<file path="src/verilog/rsm_pkg.sv">
// constants shared by the routed spi master
package rsm_pkg;
	localparam logic [7:0] ADDR_SHIFT_BYTE   = 8'hb2;
	localparam logic [7:0] ADDR_ROUTE_SELECT = 8'hb3;
	localparam logic [7:0] ADDR_RATE_DIVIDER = 8'hb4;

	localparam int ROUTE_W = 2;
	localparam int RATE_W  = 4;
	localparam int BYTE_W  = 8;
	localparam int HALF_W  = 5;

	localparam logic [BYTE_W-1:0]  RESET_SHIFT_BYTE   = 8'h00;
	localparam logic [ROUTE_W-1:0] RESET_ROUTE_SELECT = 2'h0;
	localparam logic [RATE_W-1:0]  RESET_RATE_DIVIDER = 4'h0;

	localparam logic [ROUTE_W-1:0] ROUTE_OFF   = 2'h0;
	localparam logic [ROUTE_W-1:0] ROUTE_PORT1 = 2'h1;
	localparam logic [ROUTE_W-1:0] ROUTE_RADIO = 2'h2;

	localparam logic [2:0] LAST_BIT = 3'h7;

	typedef enum logic {RSM_IDLE, RSM_SHIFT} rsm_state_t;
endpackage

</file>
<file path="src/verilog/rsm_rate_gen.sv">
// serial clock half-period tick generator
`timescale 1ns/100ps
module rsm_rate_gen (
	input  wire logic       ref_clk,
	input  wire logic       rstn,
	input  wire logic       run,
	input  wire logic [3:0] rate_code,
	output logic            tick
);
	// cycles per half period minus one; sck period is the divide factor
	function automatic logic [rsm_pkg::HALF_W-1:0] half_last(input logic [3:0] code);
		unique case (code)
			4'h0, 4'h1: half_last = 5'h00;
			4'h2:       half_last = 5'h01;
			4'h3:       half_last = 5'h03;
			4'h4:       half_last = 5'h07;
			4'h5:       half_last = 5'h0f;
			default:    half_last = 5'h1f;
		endcase
	endfunction

	logic [rsm_pkg::HALF_W-1:0] cnt_q;
	logic [rsm_pkg::HALF_W-1:0] cnt_d;
	wire                        at_end = (cnt_q == half_last(rate_code));

	assign tick  = run && at_end;
	assign cnt_d = (!run || at_end) ? 5'h00 : cnt_q + 5'h01;

	always_ff @(posedge ref_clk or negedge rstn) begin
		if (!rstn) begin
			cnt_q <= 5'h00;
		end else begin
			cnt_q <= cnt_d;
		end
	end
endmodule

</file>
<file path="src/verilog/rsm_top.sv">
// routed spi master: special function registers, shifter and pin steering
//
// Function
// - master only, one transfer buffer, data writes while busy are dropped.
// - bus lines steered to port one low pins or to internal radio/converter.
// - route 00 idle without clock, 01 port one, 10 radio.
// - no slave select output is produced by this block.
// - sck is cpu clock over 2,2,4,8,16,32 then 64 for higher codes.
// - ready flag sets after eight bits, sticky until software clears; software may set.
`timescale 1ns/100ps
module rsm_top (
	input  wire logic       ref_clk,
	input  wire logic       rstn,
	input  wire logic [7:0] sfr_addr,
	input  wire logic [7:0] sfr_wdata,
	input  wire logic       sfr_wr,
	input  wire logic       sfr_rd,
	output logic      [7:0] sfr_rdata,
	input  wire logic       flag_set,
	input  wire logic       flag_clr,
	output logic            serial_done_flag,
	output logic            p1_sck_o,
	output logic            p1_mosi_o,
	output logic            p1_drive_oe_n,
	input  wire logic       p1_miso_i,
	output logic            radio_sck,
	output logic            radio_mosi,
	input  wire logic       radio_miso
);
	////////////////////////////////////////////////////////////////////////////////
	// registers

	logic [rsm_pkg::BYTE_W-1:0]  shift_q;
	logic [rsm_pkg::BYTE_W-1:0]  shift_d;
	logic [rsm_pkg::ROUTE_W-1:0] route_q;
	logic [rsm_pkg::RATE_W-1:0]  rate_q;
	logic [2:0]                  bit_q;
	logic [2:0]                  bit_d;
	logic                        sck_q;
	logic                        sck_d;
	logic                        rx_bit_q;
	logic                        rx_bit_d;
	logic                        flag_d;
	logic                        done;
	logic                        tick;
	rsm_pkg::rsm_state_t         state_q;
	rsm_pkg::rsm_state_t         state_d;

	wire sel_data  = (sfr_addr == rsm_pkg::ADDR_SHIFT_BYTE);
	wire sel_route = (sfr_addr == rsm_pkg::ADDR_ROUTE_SELECT);
	wire sel_rate  = (sfr_addr == rsm_pkg::ADDR_RATE_DIVIDER);
	wire busy      = (state_q == rsm_pkg::RSM_SHIFT);
	wire route_p1  = (route_q == rsm_pkg::ROUTE_PORT1);
	wire route_rf  = (route_q == rsm_pkg::ROUTE_RADIO);
	// route 00 and the unused code 11 connect nothing, so no clock runs
	wire route_on  = route_p1 || route_rf;
	// only one byte is held; a write during an exchange would corrupt it
	wire start     = sfr_wr && sel_data && !busy && route_on;
	wire miso_mux  = route_p1 ? p1_miso_i : (route_rf ? radio_miso : 1'b0);
	wire wr_data   = sfr_wr && sel_data;
	// mode 0: sample on the rising half, shift on the falling half
	wire sck_rise  = tick && !sck_q;
	wire sck_fall  = tick && sck_q;
	wire last_fall = sck_fall && (bit_q == rsm_pkg::LAST_BIT);

	////////////////////////////////////////////////////////////////////////////////
	// register bus read decode

	// unmapped addresses read as zero so stray reads never see stale data
	function automatic logic [7:0] read_word(
		input logic [7:0]                  addr,
		input logic [rsm_pkg::BYTE_W-1:0]  data,
		input logic [rsm_pkg::ROUTE_W-1:0] route,
		input logic [rsm_pkg::RATE_W-1:0]  rate
	);
		unique case (addr)
			rsm_pkg::ADDR_SHIFT_BYTE:   read_word = data;
			rsm_pkg::ADDR_ROUTE_SELECT: read_word = {6'h00, route};
			rsm_pkg::ADDR_RATE_DIVIDER: read_word = {4'h0, rate};
			default:                    read_word = 8'h00;
		endcase
	endfunction

	wire [7:0] rd_mux = read_word(sfr_addr, shift_q, route_q, rate_q);

	////////////////////////////////////////////////////////////////////////////////
	// clock divider

	rsm_rate_gen u_rate (
		.ref_clk   (ref_clk),
		.rstn      (rstn),
		.run       (busy),
		.rate_code (rate_q),
		.tick      (tick)
	);

	////////////////////////////////////////////////////////////////////////////////
	// shifter, mode 0: sample on rising edge, shift on falling edge

	always_comb begin
		state_d  = state_q;
		shift_d  = shift_q;
		bit_d    = bit_q;
		sck_d    = sck_q;
		rx_bit_d = rx_bit_q;
		done     = 1'b0;
		unique case (state_q)
			rsm_pkg::RSM_IDLE: begin
				if (start) begin
					state_d = rsm_pkg::RSM_SHIFT;
					shift_d = sfr_wdata;
					bit_d   = 3'h0;
					sck_d   = 1'b0;
				end else if (wr_data) begin
					// route off: the byte is kept but nothing is clocked out
					shift_d = sfr_wdata;
				end
			end
			rsm_pkg::RSM_SHIFT: begin
				// data writes are ignored here, the single buffer is in use
				if (sck_rise) begin
					sck_d    = 1'b1;
					rx_bit_d = miso_mux;
				end else if (sck_fall) begin
					sck_d   = 1'b0;
					shift_d = {shift_q[6:0], rx_bit_q};
					bit_d   = bit_q + 3'h1;
				end
				if (last_fall) begin
					state_d = rsm_pkg::RSM_IDLE;
					done    = 1'b1;
				end
			end
		endcase
	end

	// hardware and software set win over a clear in the same cycle
	assign flag_d = done || flag_set || (serial_done_flag && !flag_clr);

	always_ff @(posedge ref_clk or negedge rstn) begin
		if (!rstn) begin
			state_q  <= rsm_pkg::RSM_IDLE;
			shift_q  <= rsm_pkg::RESET_SHIFT_BYTE;
			bit_q    <= 3'h0;
			sck_q    <= 1'b0;
			rx_bit_q <= 1'b0;
		end else begin
			state_q  <= state_d;
			shift_q  <= shift_d;
			bit_q    <= bit_d;
			sck_q    <= sck_d;
			rx_bit_q <= rx_bit_d;
		end
	end

	// the route may be rewritten mid-exchange; the pins follow at once
	always_ff @(posedge ref_clk or negedge rstn) begin
		if (!rstn) begin
			route_q <= rsm_pkg::RESET_ROUTE_SELECT;
		end else if (sfr_wr && sel_route) begin
			route_q <= sfr_wdata[1:0];
		end
	end

	always_ff @(posedge ref_clk or negedge rstn) begin
		if (!rstn) begin
			rate_q <= rsm_pkg::RESET_RATE_DIVIDER;
		end else if (sfr_wr && sel_rate) begin
			rate_q <= sfr_wdata[3:0];
		end
	end

	////////////////////////////////////////////////////////////////////////////////
	// read data and ready flag

	wire [7:0] rdata_d = sfr_rd ? rd_mux : sfr_rdata;

	always_ff @(posedge ref_clk or negedge rstn) begin
		if (!rstn) begin
			sfr_rdata        <= 8'h00;
			serial_done_flag <= 1'b0;
		end else begin
			sfr_rdata        <= rdata_d;
			serial_done_flag <= flag_d;
		end
	end

	////////////////////////////////////////////////////////////////////////////////
	// pin steering; no select pin exists here, slaves are chosen by gpio

	// the route that is not selected is parked low
	wire p1_sck_d  = route_p1 && sck_d;
	wire p1_mosi_d = route_p1 && shift_d[7];
	wire rf_sck_d  = route_rf && sck_d;
	wire rf_mosi_d = route_rf && shift_d[7];

	always_ff @(posedge ref_clk or negedge rstn) begin
		if (!rstn) begin
			p1_sck_o      <= 1'b0;
			p1_mosi_o     <= 1'b0;
			p1_drive_oe_n <= 1'b1;
		end else begin
			p1_sck_o      <= p1_sck_d;
			p1_mosi_o     <= p1_mosi_d;
			p1_drive_oe_n <= !route_p1;
		end
	end

	always_ff @(posedge ref_clk or negedge rstn) begin
		if (!rstn) begin
			radio_sck  <= 1'b0;
			radio_mosi <= 1'b0;
		end else begin
			radio_sck  <= rf_sck_d;
			radio_mosi <= rf_mosi_d;
		end
	end
endmodule
</file>
<file path="config.mk">
export PLATFORM = sky130hd
export DESIGN_NAME = rsm_top
export DESIGN_NICKNAME = d
export VERILOG_FILES = /design/src/verilog/rsm_pkg.sv /design/src/verilog/rsm_rate_gen.sv /design/src/verilog/rsm_top.sv
export SDC_FILE = /design/constraint.sdc
export NUM_CORES = 1
export LEC_CHECK = 0
export BUFFER_PORTS_ARGS = -buffer_cell sky130_fd_sc_hd__buf_2
export CAP_MARGIN = 20
export CORE_AREA = 2 2 62 64
export CTS_CLUSTER_SIZE = 30
export DETAILED_ROUTE_END_ITERATION = 16
export DIE_AREA = 0 0 64 66
export GPL_TIMING_DRIVEN = 0
export PLACE_DENSITY_LB_ADDON = 0.08
export SETUP_SLACK_MARGIN = 0.5
export SLEW_MARGIN = 40
export SYNTH_ARGS = -nofsm -noshare
export SYNTH_HDL_FRONTEND = slang
export SYNTH_HIERARCHICAL = 1
export SYNTH_SLANG_ARGS = --single-unit
</file>
<file path="constraint.sdc">
create_clock -name ref_clk -period 4.8 [get_ports ref_clk]
set_input_delay 0.72 -clock ref_clk [delete_from_list [all_inputs] [get_ports ref_clk]]
set_output_delay 0.72 -clock ref_clk [all_outputs]
set_load 0.01 [all_outputs]
</file>
==> results.toml <==
[hold_path]
hold_class = "primary input to asynchronous set/reset pin"

[global_route]
grt_usage_pct = 22.3
grt_first_pass_wirelength_mm = 7.18
grt-ovfl-total = 0
grt_pass1_vias = 1526
grt_max_degree = 40
antenna_found_initial = 0

[clocking]
cts_max_path_buffers = 2
clkSinkCount = 39
numCtsBuffers = 5
cts_tree = "done"
cts-root-buf = "clkbuf_4"
post_cts_resized = 0
path_clk_slew_ps = 120
htree_num_levels = 2
insertion_delay_ps = 350
post_cts.repair.setup_buffers = 0
cts_hold_buffers = 0

[route]
wl_met2_mm = 2.09
ant_nets = 0
dr.pass1.iters = 4
drtIter0Drc = 119
wl_met3_um = 179
wl_met1_mm = 1.96
drt-total-wl_mm = 4.27
vias_per_cell = 5.62
vias = 1580
avgRoutedWirePerCell_um = 15.2
drc = 0
top_layer_used = "met4"

[power_and_ir_drop]
p_per_area_nw_per_um2 = 265
p_int_mw = 0.472
leakagePower_nw = 1.17
power.share.clock_pct = 35.7
pwr-share-comb_pct = 8.9
swShare_pct = 24.1
ir_worst_vdd_mv = 0.164
switchingPower_mw = 0.150
power_frac_seq_pct = 55.3

[timing]
hold_viol = 0
finalMaxSlewViolations = 0
tightest_slew_ps = 584
setup_slack_ps = 1740
setup_tns_ps = 0
max_slew_margin_pct = 61.1
skew_ps = 10.0
fin_crit_sh_pct = 63.7
fmax_mhz = 327
setup_viol = 0
rsz0062_at_grt = "false"
fin_crit_ps = 3060

[layout]
postLayoutCoreUtil_pct = 66.0
fillers = 302
synthToLayoutAreaGrowth_pct = 16.3
nets = 263
n_antenna_cell = 0
drive_gt1_share_pct = 26.6

[die]
initial_core_util_pct = 56.7
num_rows = 22
core_um2 = 3550
die-height_um = 66
ioPinCount = 38
die_w_um = 64
die-area_um2 = 4220

[synth]
yosys_warnings = 6
synth_area_leader_cell = "dfrtp_1"
seq_area_frac_synth_pct = 48.5
syn_nets = 219
yosysTopAreaCellShare_pct = 47.2
yosysMostFrequentCell = "dfrtp_1"
synth_area_um2 = 2010
synth_area_per_cell_um2 = 10.7
synth_common_cells = "38 x dfrtp_1, 18 x nand2_1, 14 x inv_1, 9 x a21o_1, 9 x a22o_1"
synth_ff_type = "dfrtp_1"
synth-edff-count = 0
synth_cell_types = 49
synth_cells = 188
yosys-top-cells-area = "dfrtp_1 47%, ha_1 4.3%, a22o_1 3.9%"
ys_ff_latch = 39
async_flop_share_pct = 100

[placement]
gp_congestion = 0.766
post-place-ws_ps = 1850
io_buffers = 37
hpwl_mm = 3.09

[outcome]
status = "completed"

[setup_path]
cp_max_fo = 10
crit_path_end_kind = "flop"
crit_arrival_ps = 3360
cp.required_ps = 5100
critPathLaunchType = "flop"
reg2regPathDepth = 9
crit_type = "flop to flop"

[job]
maxCapViolCount = 0
-- per-stage QoR --
step | std cells | hold slack [ps] | power [mW] | instance area, µm²
3_3_place_gp | 273 | 488 | 0.403 | 2260
4_1_cts | 281 | 469 | 0.629 | 2340
3_5_place_dp | 273 | 501 | 0.406 | 2260
2_1_floorplan | 188 | 424 | 0.377 | 2010
5_1_grt | 281 | 328 | 0.649 | 2340
6_report | 281 | 319 | 0.622 | 2340
-- final cells by class --
class	count	area [µm²]	share of cell area, %
Buffer	5	30.0	1.28
Clock buffer	5	37.5	1.60
Clock inverter	3	43.8	1.87
Inverter	14	52.6	2.24
Multi-Input combinational cell	130	955	40.7
Sequential cell	39	977	41.7
Tap cell	48	60.1	2.56
Timing Repair Buffer	37	188	8.01
-- cell usage in the layout (no fill, tap or decap), types with 3 or more instances in the layout --
cell and n:
clkbuf_4 5, o21ai_1 5, o21ai_0 3, nor2_1 4, ha_1 7, mux2_4 4, a22o_1 9, buf_2 36
o22ai_1 6, nand2b_1 3, a21oi_1 6, nand3_1 6, and2_1 3, nand2_1 18, a21o_1 9, inv_1 14
nor2b_1 6, dfrtp_1 38, nor3_1 3, and3_1 3, clkbuf_1 3
-- power by group through the flow --
stage | clock (mW) | combinational (mW) | sequential (mW)
6_report | 0.222 | 0.0555 | 0.344
3_3_place_gp | 0 | 0.0538 | 0.350
5_1_grt | 0.242 | 0.0621 | 0.345
2_1_floorplan | 0 | 0.0271 | 0.350
4_1_cts | 0.229 | 0.0559 | 0.344
3_5_place_dp | 0 | 0.0556 | 0.350
-- registers in the layout, summed over array words and instances (netlist names) --
name / flops
sfr_rdata: 8
shift_q: 8
u_rate/cnt_q: 5
rate_q: 4
bit_q: 3
route_q: 2
busy: 1
p1_drive_oe_n: 1
p1_mosi_o: 1
p1_sck_o: 1
radio_mosi: 1
radio_sck: 1
rx_bit_q: 1
sck_q: 1
serial_done_flag: 1
-- path summary, 6_finish.rpt --
path                                    from             to  slack, ps
worst max-delay path               rate_q[3]     shift_q[5]       1740
worst min-delay path                    rstn     shift_q[5]        320
worst max register to register     rate_q[3]     shift_q[5]       1740
worst min register to register  sfr_rdata[2]   sfr_rdata[2]        530
max in group asynchronous               rstn  p1_drive_oe_n       4130
min in group ref_clk            sfr_rdata[2]   sfr_rdata[2]        530
-- metal layers --
layer | GRT usage [%] | vias up
met2 | 38.0 | 40
li1 | - | 764
met1 | 28.7 | 771
met5 | 0 | -
met3 | 4.77 | 5
met4 | 6.25 | 0
-- cell families (layout without fill, tap and decap cells) --
group	count (synthesis)	count (layout)	synth area share, %
simple gates	62	62	19.3
fa+ha+maj	7	7	4.35
buf+inv	19	64	4.10
mux	6	6	4.10
flops	39	39	48.5
compound gates	52	52	18.3
xor+xnor	3	3	1.30
-- worst max-delay path: stages (launching register included) --
cell and delay, ps:
dfrtp_1 490, or4_1 550, nor3_2 190, o221a_2 270, and3_1 200, ha_1 270
and3b_2 250, clkbuf_1 460, a22o_1 230, a21o_1 90
Note: power is estimated with default switching activity, not from simulation.
